**src/logic/exc_pkg.sv**
```systemverilog
// exception unit package: machine state bit layout, register map, types
// assumes big-endian bit numbering: architectural bit n sits at [31-n]
package exc_pkg;
	// apb register byte offsets
	localparam logic [7:0] OFF_MSTATE = 8'h00; // machine state
	localparam logic [7:0] OFF_ADDRSAVE = 8'h04; // address save/restore
	localparam logic [7:0] OFF_STATSAVE = 8'h08; // status save/restore
	localparam logic [7:0] OFF_EVENT = 8'h0C; // last taken cause, checkstop
	// machine state bit positions (vector index)
	localparam int POS_POW = 31 - 13;
	localparam int POS_ILE = 31 - 15;
	localparam int POS_EE = 31 - 16;
	localparam int POS_PR = 31 - 17;
	localparam int POS_FP = 31 - 18;
	localparam int POS_ME = 31 - 19;
	localparam int POS_FE0 = 31 - 20;
	localparam int POS_SE = 31 - 21;
	localparam int POS_BE = 31 - 22;
	localparam int POS_FE1 = 31 - 23;
	localparam int POS_LE = 31 - 31;
	localparam int POS_DSRC = 31 - 5;
	// copied into status save: bits 0, 5-9, 16-31 (full-function kept)
	localparam logic [31:0] SAVE_MASK = 32'h87C0FFFF;
	// exception-specific field: bits 2-4 and 10-12
	localparam logic [31:0] INFO_MASK = 32'h38380000;
	// reset values
	localparam logic [31:0] MSTATE_RST = 32'h00000000;
	localparam logic [31:0] SAVE_RST = 32'h00000000;
	localparam logic [3:0] RST_CODE = 4'hF;
	// priority codes of the lower dispatch/execution class
	localparam logic [3:0] PRI_ALIGN = 4'h6;
	localparam logic [3:0] PRI_DBAT = 4'h7;
	localparam logic [3:0] PRI_DSEG = 4'h8;
	localparam logic [3:0] PRI_DPAGE = 4'h9;
	localparam logic [3:0] PRI_DBRK = 4'hA;
	localparam logic [3:0] PRI_TRACE = 4'hB;
	localparam logic [3:0] PRI_NONE = 4'h0;
	// cause bundle from the pipeline for the completing instruction
	typedef struct packed {
		logic [4:0] align; // [4] fp word .. [0] zero-block cache
		logic       dBlockProt; // block translation protection
		logic       dSegment; // direct store segment access
		logic       dPageProt; // page table protection
		logic       dBreak; // data breakpoint match
		logic       isBranch; // completing instruction is a branch
		logic       traceExempt; // return, sync or call: no single step
	} cause_s;
	// event from the ranker
	typedef struct packed {
		logic [3:0] code;
		logic [4:0] alignSub;
		logic       nextAddr;
	} taken_s;
endpackage

```
**src/logic/exc_ranker.sv**
```systemverilog
// exception ranker: picks the lowest-numbered pending dispatch cause
// assumes causes describe one instruction at its completion point
`timescale 1ns/1ns
`default_nettype none
module exc_ranker
(
	// causes
	input  wire exc_pkg::cause_s cause,
	input  wire logic            singleStep,
	input  wire logic            branchTrace,
	// result
	output exc_pkg::taken_s      pick
);
	// priority chain, first match wins
	always_comb
	begin
		pick = '0;
		pick.code = exc_pkg::PRI_NONE;
		if (|cause.align)
		begin
			pick.code = exc_pkg::PRI_ALIGN;
			// keep only the highest alignment sub-cause
			if (cause.align[4]) pick.alignSub = 5'h10;
			else if (cause.align[3]) pick.alignSub = 5'h08;
			else if (cause.align[2]) pick.alignSub = 5'h04;
			else if (cause.align[1]) pick.alignSub = 5'h02;
			else pick.alignSub = 5'h01;
		end
		else if (cause.dBlockProt)
			pick.code = exc_pkg::PRI_DBAT;
		else if (cause.dSegment)
			pick.code = exc_pkg::PRI_DSEG;
		else if (cause.dPageProt)
			pick.code = exc_pkg::PRI_DPAGE;
		else if (cause.dBreak)
			pick.code = exc_pkg::PRI_DBRK;
		else if ((singleStep && !cause.traceExempt) || (branchTrace && cause.isBranch))
		begin
			pick.code = exc_pkg::PRI_TRACE;
			pick.nextAddr = 1'b1;
		end
	end
endmodule
`default_nettype wire

```
**src/logic/exc_unit.sv**
```systemverilog
// exception unit: ranks late dispatch causes, saves and restores context
// assumes the completion logic presents one instruction per valid cycle
//
// Our own choices: the placing of the registers and the APB interface to the registers.
`timescale 1ns/1ns
`default_nettype none
module exc_unit
(
	// clock, reset, enable
	input  wire logic               clock,
	input  wire logic               rstn,
	input  wire logic               clkEn,
	// apb slave
	input  wire logic               psel,
	input  wire logic               penable,
	input  wire logic               pwrite,
	input  wire logic [7:0]         paddr,
	input  wire logic [31:0]        pwdata,
	output logic      [31:0]        prdata,
	output logic                    pready,
	output logic                    pslverr,
	// completion side
	input  wire logic               complValid,
	input  wire logic [31:0]        complAddr,
	input  wire exc_pkg::cause_s    complCause,
	input  wire logic [31:0]        complInfo,
	input  wire logic               returnFromIrq,
	input  wire logic               softReset,
	input  wire logic               extIrq,
	input  wire logic               decrIrq,
	input  wire logic               floatExcReq,
	// asynchronous pins
	input  wire logic               machineCheckPin,
	// control out
	output logic                    excTake,
	output logic      [3:0]         excCode,
	output logic                    asyncTake,
	output logic                    checkStop,
	output logic                    lowPower,
	output logic                    userOnly,
	output logic                    floatDispatchOk,
	output logic                    floatExcPrecise,
	output logic                    bigEndianN
);
	logic [31:0] mstate_q; // machine state
	logic [31:0] addrSave_q; // address save/restore
	logic [31:0] statSave_q; // status save/restore
	logic [3:0]  lastCode_q; // last taken code
	logic        stop_q; // checkstop latch
	logic [1:0]  mcSync_q; // machine check pin synchroniser
	exc_pkg::taken_s pick; // ranked result
	logic        mcLive; // synchronised machine check
	logic        syncTake; // dispatch exception this cycle
	logic        mcTake; // machine check taken this cycle
	logic        anyTake; // any exception entry
	logic        irqTake; // external or decrementer
	logic        apbWr; // apb write strobe
	logic [31:0] saveImage; // value for status save at entry

	// ranker on the completing instruction
	exc_ranker u_rank
	(
		.cause      (complCause),
		.singleStep (mstate_q[exc_pkg::POS_SE]),
		.branchTrace(mstate_q[exc_pkg::POS_BE]),
		.pick       (pick)
	);

	// two-flop synchroniser on the pin
	always_ff @(posedge clock or negedge rstn)
	begin
		if (!rstn)
			mcSync_q <= 2'b00;
		else if (clkEn)
			mcSync_q <= {mcSync_q[0], machineCheckPin};
	end
	assign mcLive = mcSync_q[1];

	// entry decisions; machine check and soft reset ignore handler state
	assign mcTake = mcLive && mstate_q[exc_pkg::POS_ME] && !stop_q;
	assign irqTake = mstate_q[exc_pkg::POS_EE] && (extIrq || decrIrq);
	// only the top code is taken; others are dropped and may recur later
	assign syncTake = complValid && (pick.code != exc_pkg::PRI_NONE) && !stop_q;
	assign anyTake = (mcTake || softReset || syncTake || irqTake) && !stop_q;
	// state bits plus specific info; partial reserved bits are never copied
	assign saveImage = (mstate_q & exc_pkg::SAVE_MASK)
		| (complInfo & exc_pkg::INFO_MASK);
	assign apbWr = psel && penable && pwrite;

	// checkstop: machine check with enable clear
	always_ff @(posedge clock or negedge rstn)
	begin
		if (!rstn)
			stop_q <= 1'b0;
		else if (clkEn && mcLive && !mstate_q[exc_pkg::POS_ME])
			stop_q <= 1'b1;
	end

	// machine state register
	always_ff @(posedge clock or negedge rstn)
	begin
		if (!rstn)
			mstate_q <= exc_pkg::MSTATE_RST;
		else if (clkEn)
		begin
			if (anyTake)
			begin
				// handler context: interrupts off, endian from handler bit
				mstate_q[exc_pkg::POS_EE] <= 1'b0;
				mstate_q[exc_pkg::POS_LE] <= mstate_q[exc_pkg::POS_ILE];
				mstate_q[exc_pkg::POS_PR] <= 1'b0;
				mstate_q[exc_pkg::POS_POW] <= 1'b0;
				mstate_q[exc_pkg::POS_SE] <= 1'b0;
				mstate_q[exc_pkg::POS_BE] <= 1'b0;
			end
			else if (returnFromIrq)
				mstate_q <= (mstate_q & ~exc_pkg::SAVE_MASK)
					| (statSave_q & exc_pkg::SAVE_MASK);
			else if (apbWr && paddr == exc_pkg::OFF_MSTATE)
				mstate_q <= pwdata;
		end
	end

	// save registers, both at vector entry
	always_ff @(posedge clock or negedge rstn)
	begin
		if (!rstn)
		begin
			addrSave_q <= exc_pkg::SAVE_RST;
			statSave_q <= exc_pkg::SAVE_RST;
		end
		else if (clkEn)
		begin
			if (anyTake)
			begin
				// faulting instruction not executed, earlier ones retired
				addrSave_q <= (syncTake && pick.nextAddr) ? complAddr + 32'h4
					: complAddr;
				statSave_q <= saveImage;
			end
			else
			begin
				if (apbWr && paddr == exc_pkg::OFF_ADDRSAVE)
					addrSave_q <= pwdata;
				if (apbWr && paddr == exc_pkg::OFF_STATSAVE)
					statSave_q <= pwdata;
			end
		end
	end

	// last taken code for software
	always_ff @(posedge clock or negedge rstn)
	begin
		if (!rstn)
			lastCode_q <= exc_pkg::PRI_NONE;
		else if (clkEn && anyTake)
			lastCode_q <= (mcTake || softReset) ? exc_pkg::RST_CODE
				: (syncTake ? pick.code : exc_pkg::PRI_NONE);
	end

	// apb answer: one wait-free access, unmapped reads zero with error
	always_ff @(posedge clock or negedge rstn)
	begin
		if (!rstn)
		begin
			prdata <= 32'h00000000;
			pready <= 1'b0;
			pslverr <= 1'b0;
		end
		else if (clkEn)
		begin
			pready <= psel && !penable;
			pslverr <= 1'b0;
			prdata <= 32'h00000000;
			if (psel && !penable)
			begin
				case (paddr)
					exc_pkg::OFF_MSTATE: prdata <= mstate_q;
					exc_pkg::OFF_ADDRSAVE: prdata <= addrSave_q;
					exc_pkg::OFF_STATSAVE: prdata <= statSave_q;
					exc_pkg::OFF_EVENT: prdata <= {27'h0, stop_q, lastCode_q};
					default: pslverr <= 1'b1;
				endcase
			end
		end
	end

	// registered controls to the pipeline
	always_ff @(posedge clock or negedge rstn)
	begin
		if (!rstn)
		begin
			excTake <= 1'b0;
			excCode <= exc_pkg::PRI_NONE;
			asyncTake <= 1'b0;
			checkStop <= 1'b0;
			lowPower <= 1'b0;
			userOnly <= 1'b0;
			floatDispatchOk <= 1'b0;
			floatExcPrecise <= 1'b0;
			bigEndianN <= 1'b0;
		end
		else if (clkEn)
		begin
			excTake <= anyTake;
			excCode <= syncTake ? pick.code : exc_pkg::PRI_NONE;
			asyncTake <= anyTake && !syncTake;
			checkStop <= stop_q;
			lowPower <= mstate_q[exc_pkg::POS_POW];
			userOnly <= mstate_q[exc_pkg::POS_PR];
			floatDispatchOk <= mstate_q[exc_pkg::POS_FP];
			// either mode bit set means precise; both clear ignore
			floatExcPrecise <= floatExcReq && mstate_q[exc_pkg::POS_FP]
				&& (mstate_q[exc_pkg::POS_FE0] || mstate_q[exc_pkg::POS_FE1]);
			bigEndianN <= mstate_q[exc_pkg::POS_LE];
		end
	end

	// entry clears the interrupt enable
	eeClear_a: assert property (@(posedge clock) disable iff (!rstn)
		clkEn && anyTake |=> !mstate_q[exc_pkg::POS_EE])
		else $error("interrupt enable not cleared at entry");
	// endian copy at entry
	leCopy_a: assert property (@(posedge clock) disable iff (!rstn)
		clkEn && anyTake |=> mstate_q[exc_pkg::POS_LE] == $past(mstate_q[exc_pkg::POS_ILE]))
		else $error("endian bit not copied");
	// status save image
	saveImg_a: assert property (@(posedge clock) disable iff (!rstn)
		clkEn && anyTake |=> statSave_q == (($past(mstate_q) & exc_pkg::SAVE_MASK)
		| ($past(complInfo) & exc_pkg::INFO_MASK)))
		else $error("status save image wrong");
	// trace saves next address
	traceNext_a: assert property (@(posedge clock) disable iff (!rstn)
		clkEn && syncTake && pick.code == exc_pkg::PRI_TRACE
		|=> addrSave_q == $past(complAddr) + 32'h4)
		else $error("trace resume address wrong");
	// alignment wins over data faults
	alignWin_a: assert property (@(posedge clock) disable iff (!rstn)
		(|complCause.align) |-> pick.code == exc_pkg::PRI_ALIGN)
		else $error("alignment not ranked first");
	// block protection beats segment
	dataRank_a: assert property (@(posedge clock) disable iff (!rstn)
		!(|complCause.align) && complCause.dBlockProt |-> pick.code == exc_pkg::PRI_DBAT)
		else $error("data fault rank wrong");
	// checkstop when enable clear
	stopEnter_a: assert property (@(posedge clock) disable iff (!rstn)
		clkEn && mcLive && !mstate_q[exc_pkg::POS_ME] |=> stop_q ##1 checkStop || !clkEn)
		else $error("checkstop not entered");
	// return restores saved bits
	rfiRest_a: assert property (@(posedge clock) disable iff (!rstn)
		clkEn && returnFromIrq && !anyTake
		|=> (mstate_q & exc_pkg::SAVE_MASK) == ($past(statSave_q) & exc_pkg::SAVE_MASK))
		else $error("return did not restore state");
endmodule
`default_nettype wire

```
**config.mk**
```make
export PLATFORM = sky130hd
export DESIGN_NAME = exc_unit
export DESIGN_NICKNAME = d
export VERILOG_FILES = /design/src/logic/exc_pkg.sv /design/src/logic/exc_ranker.sv /design/src/logic/exc_unit.sv
export SDC_FILE = /design/constraint.sdc
export NUM_CORES = 1
export LEC_CHECK = 0
export BUFFER_PORTS_ARGS = -buffer_cell sky130_fd_sc_hd__buf_4
export CAP_MARGIN = 20
export CORE_MARGIN = 4
export CORE_UTILIZATION = 50
export CTS_CLUSTER_DIAMETER = 80
export DETAILED_ROUTE_END_ITERATION = 6
export PLACE_DENSITY = 0.77
export SLEW_MARGIN = 40
export SYNTH_ARGS = -nofsm -noshare
export SYNTH_HDL_FRONTEND = slang
export SYNTH_SLANG_ARGS = --single-unit
```
**constraint.sdc**
```tcl
create_clock -name clock -period 4.75 [get_ports clock]
set_input_delay 0.7125 -clock clock [delete_from_list [all_inputs] [get_ports clock]]
set_output_delay 0.7125 -clock clock [all_outputs]
set_load 0.03 [all_outputs]
```
# --- Word-level counts from Yosys, hierarchy flattened ---
# Cells that the tools add are included.
# W data, S select, Z words.
word_totals:
  regBits: 149
  latchBits: 0
  mem_bits_rw: 0
  romBits: 0
  inputBits: 128
  output_inout_bits: 46
  word_cells: 99
  memories: 0
classes:
  add_sub_neg: 1
  mul: 0
  n_div: 0
  n_lt_le_gt_ge: 0
  eq_ne: 3
  shifts: 0
  muxes: 29
  n_bitwise: 3
  n_reduce_logical: 44
op_table:
  columns: ["cell", "n"]
  rows:
  - ["$mux W32", 8]
  - ["$pmux W32 S4", 1]
  - ["$add A32 B3 Y32 const B", 1]
  - ["$mux W4", 8]
  - ["$or A31 B32 Y32", 1]
  - ["$or A32 B30 Y32", 1]
  - ["$logic_and A1 B1 Y1", 21]
  - ["$eq A8 B4 Y1 const B", 2]
  - ["$mux W1", 10]
  - ["$eq A8 B3 Y1 const B", 1]
  - ["$logic_not A8 Y1", 1]
  - ["$logic_or A1 B1 Y1", 6]
  - ["$reduce_and A2 Y1", 3]
  - ["$reduce_bool A2 Y1", 3]
  - ["$logic_not A1 Y1", 5]
  - ["$reduce_or A5 Y1", 1]
  - ["$mux W2", 2]
  - ["$reduce_bool A4 Y1", 1]
  - ["$reduce_or A4 Y1", 1]
  - ["$reduce_and A3 Y1", 1]
  - ["$reduce_bool A3 Y1", 1]
  - ["$not A1 Y1", 1]

# --- Depth between registers and ports, before layout ---
# Gate-level depths: netlist of run 1.
logic_depth:
  depth_word: 17
  mapped_depth: 9
  depth_no_buf: 7

# --- By module ---
# From an unflattened synthesis of run 1, not the netlist that was laid out.
hier_totals:
  hier_cells: 844
  hier_area_um2: 8087.8
modules_own_cells:
  columns: ["mod", "instances", "cells_each", "area_per_inst_um2", "seq_area_each_um2"]
  rows:
  - ["exc_unit", 1, 824, 7951.4, 3728.6]
  - ["exc_ranker", 1, 20, 136.4, 0.0]

# --- Worst setup path after synthesis of run 1 ---
# No wires, ideal clock.
synth_timing:
  kind: "input to register"
  from: "input port paddr[5]"
  to: "register mstate_q[11]"
  setup_time_ns: 0.124
  arrival_time_ns: 2.246
  t_required_ns: 4.626
  setup_slack_ns: 2.380
  stages: 7
  path_buffers: 2
  path_cell_list: "nor4_4 -> nand2_2 -> or4_4 -> a211oi_2 -> buf_4 -> buf_4 -> a21oi_1"
synth_between:
  elab_chain_len: 4
synth_lines:
  columns: ["element", "line", "rtl"]
  rows:
  - ["start: declaration", "exc_unit.sv:17", "input wire logic [7:0] paddr,"]
  - ["$logic_not A8 Y1", "exc_unit.sv:119", "else if (apbWr && paddr == exc_pkg::OFF_MSTATE)"]
  - ["$logic_and A1 B1 Y1", "exc_unit.sv:119", null]
  - ["$reduce_bool A2 Y1 (no source line)", null, null]
  - ["$reduce_and A3 Y1 (no source line)", null, null]
  - ["end signal: indexed assignment", "exc_unit.sv:110", "mstate_q[exc_pkg::POS_LE] <= mstate_q[exc_pkg::POS_ILE];"]
  - ["end signal: assignment", "exc_unit.sv:117", "mstate_q <= (mstate_q & ~exc_pkg::SAVE_MASK)"]
  - ["end signal: assignment", "exc_unit.sv:120", "mstate_q <= pwdata;"]
  - ["end: declaration", "exc_unit.sv:45", "logic [31:0] mstate_q;"]
# No other way between the ends.
# A chain may end at the register's enable or synchronous reset.

# --- Worst setup path after layout of run 1 ---
layout_timing:
  from: "input port paddr[5]"
  to: "register mstate_q[5]"
# The elaborated chain is that of the path after synthesis.

==> metrics, run 1 <==
Slew @ Worst Pin=0.771 ns; slew margin rel.=0.484; Worst Path Class, Setup=in2reg; clock sinks=149; top cell type's share of synthesized area=0.475; RSZ-0062 raised after global routing=false; Synth area leader=dfrtp_1; Congestion Overflow GR=0; status=finished, final reports clean; post-cts sizing count=0; TritonCTS buffer count=17; filler cell count=1279; DR pass1 iterations=5; worst vdd ir=0.291 mV; GRT Total Usage=0.261; critical-path maximum fanout=26; # hold bufs at CTS=0; first-pass GRT wire length=36700 um; CTS clk-pin slew, worst paths=0.06 ns; Setup Skew=0.00532 ns; vias in the first global route=6781; sequential-to-total area share from yosys stat=0.475; leakage=4.40 nW; Slew Viols, Final=0; Root Buffer=clkbuf_16; fin nets=1093; Initial Util=0.513; Post-synth EDFFs=0; routed len/inst=19.6 um; Netlist Area Pre-Place=7850 sq um; total die area=17800 sq um; pwr dens=439 nW/um^2; syn_area_per_cell=9.35 sq um; setup ws final=1.74 ns; # port buffers=147; vias per cell=5.98; syn_nets=969; Fin. Hold Viols=0; Synth Register Bits=149; vias=7104; GPL Wtd Cong=0.891; core footprint=15300 sq um; Post-CTS Repair Setup Buffers=0; fin cells=1188; Worst setup SP type=primary input; CP Data Required Time=5.09 ns; Syn-to-layout area delta=24.2%; DP Wirelength=15600 um; hold crit path type=in2async; fraction of layout cells with a size suffix above 1=0.248; Syn Inst Count=840; pin count of the biggest net entering global routing=83; clock tree buffer depth=2; initial antenna violation count=0; Yosys cell types=58; Die Wd=133 um; period utilization=0.634; yosys warns=0; Cell Rows=45; post-route ant nets=0; clock latency on the worst-skew pair=0.42 ns; Die Height=133 um; Post-DP Area=9110 sq um; crit end category=flop; FMAX=0.332 GHz; 1st-iter DRT viols=686; Worst EP arrival=3.35 ns; DRC=0; Post-Place Worst Slack=1.41 ns; # H-tree levels=4; main area contributors after synthesis=dfrtp_1, nand2_1, mux2i_1, o21ai_0, a22o_1; Maximum Capacitance Violations=0; routed wire length=23300 um; Async SR Flop Fraction=1.00; final setup vio count=0; total negative slack=0 ns; # diodes=0; Inst Count DP=1156; post-route cell area=9750 sq um; Period minus WS final=3.01 ns; CTS tree=done; IO Count=174; ys flop type=dfrtp_1
==> power breakdown <==
part / leakage [nW] / internal [W] / switching (W)
Clock: 0.304 / 0.000921 / 0.000518
Combinational: 2.26 / 0.000434 / 0.000490
Sequential: 1.84 / 0.00165 / 0.000272
Total: 4.40 / 0.00300 / 0.00128
==> flip-flops by register name, indices dropped and copies added (netlist names), 2 cells and up <==
register	cells
statSave_q	32
prdata	32
excCode	4
mstate_q	32
lastCode_q	4
addrSave_q	32
mcSync_q	2
==> per-stage QoR <==
stage	hold slack [ns]	utilization	total power, W
after detailed placement	0.468	0.595	0.00285
final	0.332	0.637	0.00428
after global placement	0.464	0.594	0.00279
after CTS	0.369	0.636	0.00428
after floorplan	0.417	-	0.00250
after global routing	0.389	0.637	0.00451
==> cells in the mapped netlist, types with 2 or more instances <==
master / n
a22o_1: 41
mux2i_1: 47
nor2_1: 84
o32ai_1: 2
or2_2: 4
o21ai_0: 84
nand3b_1: 2
a31o_2: 2
o21bai_1: 2
clkbuf_1: 32
buf_1: 6
o2bb2ai_1: 2
a211oi_1: 4
and2_1: 2
xnor2_1: 14
and3_1: 4
o31a_1: 2
nand2_1: 130
o211ai_1: 2
inv_1: 10
a21oi_2: 3
a21o_1: 2
mux2_2: 26
nor2b_1: 3
buf_4: 2
nand2_2: 2
nor4_1: 14
a21oi_1: 24
mux4_2: 5
o22ai_1: 2
nand4_1: 19
xor2_1: 4
nand2b_1: 2
buf_2: 14
or4_1: 2
nand3_1: 18
o21a_1: 6
dfrtp_1: 149
or3_1: 2
nor3_1: 17
o21ai_1: 2
a31oi_1: 30
==> worst paths after layout <==
| path | to | slack, ns | start | depth (start not counted) |
|---|---|---|---|---|
| max | mstate_q[5]$_DFFE_PN0P_ | 1.74 | paddr[5] | 8 |
| min | prdata[1]$_DFFE_PN0P_ | 0.33 | rstn | 1 |
| max reg2reg | addrSave_q[22]$_DFFE_PN0P_ | 1.90 | stop_q$_DFFE_PN0P_ | 6 |
| min reg2reg | lastCode_q[0]$_DFFE_PN0P_ | 0.48 | lastCode_q[0]$_DFFE_PN0P_ | 2 |
| max in group asynchronous | statSave_q[17]$_DFFE_PN0P_ | 3.41 | rstn | 2 |
| min in group clock | lastCode_q[0]$_DFFE_PN0P_ | 0.48 | lastCode_q[0]$_DFFE_PN0P_ | 2 |
==> kinds of logic (layout without fill, tap and decap cells) <==
kind of cell	count (synthesis)	count (layout)	synth area share
AOI/OAI and AO/OA	218	218	0.179
xor gates and xnor gates	18	18	0.0201
adders and majority gates	1	1	0.00159
buffers and inverters	65	202	0.0352
DFF	149	149	0.475
muxes	78	78	0.112
and+or+nand+nor	311	311	0.178
==> cell type report <==
class	count	area [sq um]	share of cell area
well taps	211	264	0.0271
inverters	10	37.5	0.00385
clock buffers	24	482	0.0494
repair buffers	160	1210	0.124
flip-flops and latches	149	3730	0.382
multi-input cells	626	3880	0.398
clock inverters	8	146	0.0150
==> metal layers <==
metal  routed length [um]  track usage  vias up  share of wire
met4                  685       0.0989        0          0.029
met2                10700        0.407      327           0.46
met3                 1720       0.0559       52          0.074
li1                     -            -     3273              -
met5                    0            0        -              0
met1                10200        0.362     3452           0.44
==> worst max-delay path, stage by stage <==
cell and delay (ns):
buf_4 0.12, nor4_4 0.47, nand2_2 0.15, or4_4 0.55, a211oi_4 0.70, buf_4 0.43
nor2_1 0.08, a21oi_1 0.13
==> layout by cell type (no fill, tap or decap), types with 3 or more instances in the layout <==
| cell | n |
|---|---|
| a211oi_1 | 4 |
| a21oi_1 | 24 |
| a21oi_2 | 3 |
| a22o_1 | 41 |
| a31oi_1 | 30 |
| and3_1 | 4 |
| buf_4 | 158 |
| bufinv_16 | 4 |
| clkbuf_1 | 4 |
| clkbuf_16 | 17 |
| clkbuf_8 | 4 |
| dfrtp_1 | 149 |
| inv_1 | 10 |
| mux2_2 | 26 |
| mux2i_1 | 47 |
| mux4_2 | 5 |
| nand2_1 | 130 |
| nand3_1 | 17 |
| nand4_1 | 19 |
| nor2_1 | 83 |
| nor3_1 | 17 |
| nor4_1 | 13 |
| o21a_1 | 6 |
| o21ai_0 | 84 |
| or2_2 | 3 |
| xnor2_1 | 14 |
| xor2_1 | 4 |
(Power assumes the default switching activity.)
==> inputs of run 2 (changes only) <==
--- a/config.mk
+++ b/config.mk
@@ -5,13 +5,14 @@
 export SDC_FILE = /design/constraint.sdc
 export NUM_CORES = 1
 export LEC_CHECK = 0
+export ABC_AREA = 1
 export BUFFER_PORTS_ARGS = -buffer_cell sky130_fd_sc_hd__buf_4
 export CAP_MARGIN = 20
 export CORE_MARGIN = 4
 export CORE_UTILIZATION = 50
 export CTS_CLUSTER_DIAMETER = 80
 export DETAILED_ROUTE_END_ITERATION = 6
-export PLACE_DENSITY = 0.77
+export PLACE_DENSITY = 0.79
 export SLEW_MARGIN = 40
 export SYNTH_ARGS = -nofsm -noshare
 export SYNTH_HDL_FRONTEND = slang
==> constraint.sdc (replaced) <==
create_clock -name clock -period 2.7 [get_ports clock]
set_input_delay 0.405 -clock clock [delete_from_list [all_inputs] [get_ports clock]]
set_output_delay 0.405 -clock clock [all_outputs]
set_load 0.03 [all_outputs]
==> metrics, run 2 <==
status=finished, final reports clean; post-cts sizing count=0; CP Data Required Time=3.00 ns; DP Wirelength=18300 um; core footprint=16800 sq um; TritonCTS buffer count=17; vias=8749; RSZ-0062 raised after global routing=false; r2r endpoint=statSave_q[2]$_DFFE_PN0P_; simple-gate share of the synthesized area=0.318; routed wire length=25900 um; period utilization=0.842; Die Wd=140 um; Post-synth top cells=nand2_1, nor2_1, dfrtp_1; 1st-iter DRT viols=791; Slew Viols, Final=0; Die Height=140 um; Final Util=0.635; Multi-input gate area=4210 sq um; final setup vio count=0; CP most frequent cell=nand2_1; combinational share of power=0.105; Root Buffer=clkbuf_16; Syn-to-layout area delta=22.6%; CTS clk-pin slew, worst paths=0.06 ns; Cell Rows=47; Synth area leader=dfrtp_1; fraction of layout cells with a size suffix above 1=0.160; syn_area_per_cell=6.92 sq um; Worst Path Class, Setup=reg2reg; Reg2Reg Setup Slack=0.43 ns; Yosys cell types=38; main area contributors after synthesis=dfrtp_1, nand2_1, nor2_1, o21ai_0, inv_1; GRT Total Usage=0.268; Slew @ Worst Pin=0.728 ns; sequential-to-total area share from yosys stat=0.428; Inst Count DP=1589; Worst path top cell family by delay=simple AND/OR/NAND/NOR gates; Synth Area in XOR/XNOR=0.0141; worst vdd ir=0.355 mV; Synth Register Bits=149; largest family of logic cells by synthesized area=simple AND/OR/NAND/NOR gates; total negative slack=0 ns; hold crit path type=in2async; Synth Area in Compound Gates=0.151; FF-to-FF Start=stop_q$_DFFE_PN0P_; most frequent cells in the layout=nand2_1, nor2_1, buf_4; Post-synth EDFFs=0; FF/Latch Area=3730 sq um; syn_nets=1386; # diodes=0; pwr dens=533 nW/um^2; commonest non-fill, non-tap cell in the layout=nand2_1; # hold bufs at CTS=0; Congestion Overflow GR=0; first-pass GRT wire length=42700 um; Post-Synth Adder-Cell Area=0.00144; total die area=19600 sq um; Worst EP arrival=2.57 ns; pin count of the biggest net entering global routing=74; slew margin rel.=0.514; multiplexer share of the synthesized area=0; Crit-path slowest cell=buf_4; critical-path maximum fanout=53; count leader, synth=nand2_1; Buf/Inv on CP=2; leakage=5.50 nW; end of the critical path=statSave_q[2]$_DFFE_PN0P_; # port buffers=147; crit end category=flop; FMAX=0.440 GHz; Post-CTS Repair Setup Buffers=0; Critical Path Source=stop_q$_DFFE_PN0P_; Reg2Reg Depth=9; Period minus WS final=2.27 ns; DRC=0; critical path depth in cells=9; clock tree buffer depth=2; IO Count=174; clock power share=0.477; post-route ant nets=0; Worst setup SP type=flop; Async SR Flop Fraction=1.00; Initial Util=0.518; Maximum Capacitance Violations=0; Fin. Hold Viols=0; final hold slack=0.0177 ns; routed len/inst=16.0 um; crit-path cells=inv_2 > a31oi_1 > nand2_1 > nand2_1 > nand2_8 > buf_4 > nor2_1 > o21ai_0 > nand2_1; filler cell count=1481; Pint=0.00435 W; sw power=0.00134 W; Total Power=0.00569 W; Syn Inst Count=1257; sequential power share=0.418; vias per cell=5.40; CTS tree=done; clock sinks=149; GPL Wtd Cong=0.925; largest stage delay on the critical path=0.54 ns; top cell type's share of synthesized area=0.428; yosys warns=0; Netlist Area Pre-Place=8700 sq um; fin cells=1621; # H-tree levels=4; initial antenna violation count=0; Setup Skew=0.00704 ns; Switching Share=0.236; DR pass1 iterations=6; clock latency on the worst-skew pair=0.42 ns; vias in the first global route=8556; ys flop type=dfrtp_1; fin nets=1517
==> run 2: cell count changes after synthesis, sizes merged, moves of 29 or more <==
| cell | change |
|---|---|
| a22o | -34 |
| inv | +116 |
| nor2 | +95 |
| nand2 | +318 |
| mux2i | -47 |
| a31oi | -29 |
| o21ai | +29 |
==> run 2: worst reg2reg max path: cells and delay by family (launching register included) <==
family / cells / cell delay, ns
DFF: 1 / 0.37
and+or+nand+nor: 5 / 0.73
buffers and inverters: 2 / 0.69
AOI/OAI and AO/OA: 2 / 0.38
==> run 2: cells by family (layout without fill, tap and decap cells) <==
logic type	after synthesis	after routing
XOR/XNOR	14	14
adder cells (fa/ha/maj)	1	1
AND/OR/NAND/NOR	682	682
flip-flops	149	149
AO/OA/AOI/OAI	231	231
buffers and inverters	180	324
==> run 2: metrics by stage <==
stage / setup WS, ns / area, sq um
2_1_floorplan: 0.977 / 8700
3_5_place_dp: 0.311 / 9990
6_report: 0.426 / 10700
3_3_place_gp: 0.372 / 9990
4_1_cts: 0.459 / 10700
5_1_grt: 0.154 / 10700
==> run 2: final cells by class <==
cell class                      count  share of cell area
Multi-Input combinational cell    928               0.395
Inverter                          126              0.0443
Clock inverter                     12              0.0211
Clock buffer                       20              0.0428
Tap cell                          220              0.0258
Timing Repair Buffer              166               0.122
Sequential cell                   149               0.349
==> run 2: worst min-delay path by stage <==
stage	from	endpoint	depth (start not counted)
global placement	statSave_q[18]$_DFFE_PN0P_	statSave_q[18]$_DFFE_PN0P_	2
global route	rstn	floatDispatchOk$_DFFE_PN0P_	1
CTS	rstn	floatDispatchOk$_DFFE_PN0P_	1
detailed placement	statSave_q[17]$_DFFE_PN0P_	statSave_q[17]$_DFFE_PN0P_	2
floorplan	rstn	addrSave_q[0]$_DFFE_PN0P_	0
finish	rstn	floatDispatchOk$_DFFE_PN0P_	1
==> run 2: per-layer routing <==
metal,global-route usage,up-vias,routed length [um]
met1,0.369,4052,10900
met5,0,-,0
met4,0.0923,0,665
li1,-,4222,-
met2,0.428,424,12100
met3,0.0484,51,2300
==> run 2: power by group through the flow <==
stage | clock [W] | sequential, W | combinational, W
2_1_floorplan | 0 | 0.00244 | 0.000274
3_3_place_gp | 0 | 0.00241 | 0.000581
3_5_place_dp | 0 | 0.00242 | 0.000594
4_1_cts | 0.00272 | 0.00238 | 0.000599
5_1_grt | 0.00282 | 0.00239 | 0.000673
6_report | 0.00271 | 0.00238 | 0.000599
==> inputs of run 3 (changes only) <==
--- a/config.mk
+++ b/config.mk
@@ -5,14 +5,14 @@
 export SDC_FILE = /design/constraint.sdc
 export NUM_CORES = 1
 export LEC_CHECK = 0
-export ABC_AREA = 1
+export ABC_AREA = 0
 export BUFFER_PORTS_ARGS = -buffer_cell sky130_fd_sc_hd__buf_4
 export CAP_MARGIN = 20
 export CORE_MARGIN = 4
 export CORE_UTILIZATION = 50
 export CTS_CLUSTER_DIAMETER = 80
 export DETAILED_ROUTE_END_ITERATION = 6
-export PLACE_DENSITY = 0.79
+export PLACE_DENSITY = 0.77
 export SLEW_MARGIN = 40
 export SYNTH_ARGS = -nofsm -noshare
 export SYNTH_HDL_FRONTEND = slang
==> constraint.sdc (replaced) <==
create_clock -name clock -period 2.2 [get_ports clock]
set_input_delay 0.33 -clock clock [delete_from_list [all_inputs] [get_ports clock]]
set_output_delay 0.33 -clock clock [all_outputs]
set_load 0.03 [all_outputs]
==> metrics, run 3 (synthesized netlist as in run 1, its figures left out) <==
status=finished, final reports clean; worst hold start=machineCheckPin; sw power=0.00284 W; total negative slack=0 ns; final setup vio count=0; vias per cell=6.06; Post-DP Area=9530 sq um; post-route ant nets=0; Switching Share=0.296; Pint=0.00677 W; GRT met2 Usage=0.440; fin cells=1233; Fin. Hold Viols=0; fraction of layout cells with a size suffix above 1=0.280; Multi-input gate area=3870 sq um; # H-tree levels=4; 1st-iter DRT viols=845; combinational share of power=0.221; Slew Viols, Final=0; Worst Path Class, Setup=reg2reg; slew margin rel.=0.603; worst vdd ir=0.619 mV; filler cell count=1256; clock sinks=149; initial antenna violation count=0; CTS clk-pin slew, worst paths=0.06 ns; hold crit path type=in2reg; Slew @ Worst Pin=0.596 ns; routed len/inst=19.9 um; FMAX=0.488 GHz; first-pass GRT wire length=39000 um; vias in the first global route=7321; Setup Skew=0.00641 ns; DRC=0; routed wire length=24600 um; Congestion Overflow GR=0; Worst EP arrival=2.36 ns; GPL Wtd Cong=0.940; leakage=4.67 nW; DP Wirelength=17000 um; CP Data Required Time=2.51 ns; most frequent cells in the layout=buf_4, dfrtp_1, nand2_1; Period minus WS final=2.05 ns; IO Count=174; post-route cell area=10200 sq um; layer with the highest usage=met2; fin nets=1140; critical-path maximum fanout=5; clock power share=0.347; vias=7471; # diodes=0; Maximum Capacitance Violations=0; Total Power=0.00962 W; met3 usage=0.0604; clock latency on the worst-skew pair=0.43 ns; core footprint=15300 sq um; GR Layer Usage met1=0.378; # port buffers=147; sequential power share=0.431; CTS tree=done; pwr dens=941 nW/um^2; FF/Latch Area=3730 sq um; Die Wd=133 um; crit end category=flop; FF-to-FF Start=mstate_q[10]$_DFFE_PN0P_; period utilization=0.932; pin count of the biggest net entering global routing=59; Critical Path Source=mstate_q[10]$_DFFE_PN0P_; RSZ-0062 raised after global routing=false; Cell Rows=45; total die area=17800 sq um; Syn-to-layout area delta=30.2%; Initial Util=0.513; DR pass1 iterations=5; Root Buffer=clkbuf_16; Worst setup SP type=flop; TritonCTS buffer count=17; commonest non-fill, non-tap cell in the layout=buf_4; Inst Count DP=1201; GRT Total Usage=0.278; Die Height=133 um; clock tree buffer depth=2
==> run 3: cell types whose count changed in the layout (fill, tap and decap cells not counted), moves of 26 or more <==
cell	delta
a22o_1	+34
nor2_1	-88
a31oi_1	+29
mux2_2	+26
nand2_1	-314
mux2i_1	+47
inv_1	-109
buf_4	+36
o21bai_1	-26
a21oi_1	-30
==> run 3: path summary, 6_finish.rpt <==
check	endpoint	slack, ns	cells after the start
max	mstate_q[0]$_DFFE_PN0P_	0.15	7
min	mcSync_q[0]$_DFFE_PN0P_	0.14	2
max reg2reg	mstate_q[0]$_DFFE_PN0P_	0.15	7
min reg2reg	lastCode_q[0]$_DFFE_PN0P_	0.48	2
max in group asynchronous	statSave_q[11]$_DFFE_PN0P_	1.11	3
min in group asynchronous	prdata[0]$_DFFE_PN0P_	0.45	2
==> run 3: worst max-delay path, stage by stage (launching register included) <==
cell      delay (ns)
dfrtp_1         0.43
nand2b_1        0.19
nand3_1         0.15
o21a_1          0.21
buf_4           0.16
nor2_4          0.14
a31o_2          0.29
mux2_2          0.36
==> run 3: power groups by stage <==
stage          logic [W]  registers (W)  clock network [W]
2_1_floorplan    0.00132        0.00407                  0
3_3_place_gp     0.00201        0.00413                  0
3_5_place_dp     0.00209        0.00417                  0
4_1_cts          0.00213        0.00413            0.00334
5_1_grt          0.00239        0.00425            0.00347
6_report         0.00213        0.00415            0.00334
==> run 3: repair_timing <==
action / CTS / global route
resized for setup: 0 / 1
buffers inserted: 0 / 1
endpoints found under the hold margin: 55 / 0
hold buffers: 1 / 0
setup endpoints to repair: 0 / 6
==> run 3: metal layers <==
metal,share of wire,up-vias
li1,-,3378
met1,0.43,3676
met2,0.47,350
met3,0.074,67
met4,0.033,0
met5,0,-
==> run 3: final cells by class <==
type                            count  area share
Clock inverter                      8      0.0192
Timing Repair Buffer              207       0.162
Clock buffer                       22      0.0464
Inverter                           10     0.00367
Tap cell                          211      0.0258
Multi-Input combinational cell    626       0.379
Sequential cell                   149       0.365
==> run 3: through the flow <==
step / util / worst slack [ns] / hold slack, ns
3_3_place_gp: 0.622 / -0.0434 / 0.342
4_1_cts: 0.667 / 0.0989 / 0.140
3_5_place_dp: 0.622 / -0.0822 / 0.345
6_report: 0.668 / 0.150 / 0.143
2_1_floorplan: - / 0.213 / 0.0344
5_1_grt: 0.668 / 0.00543 / 0.139
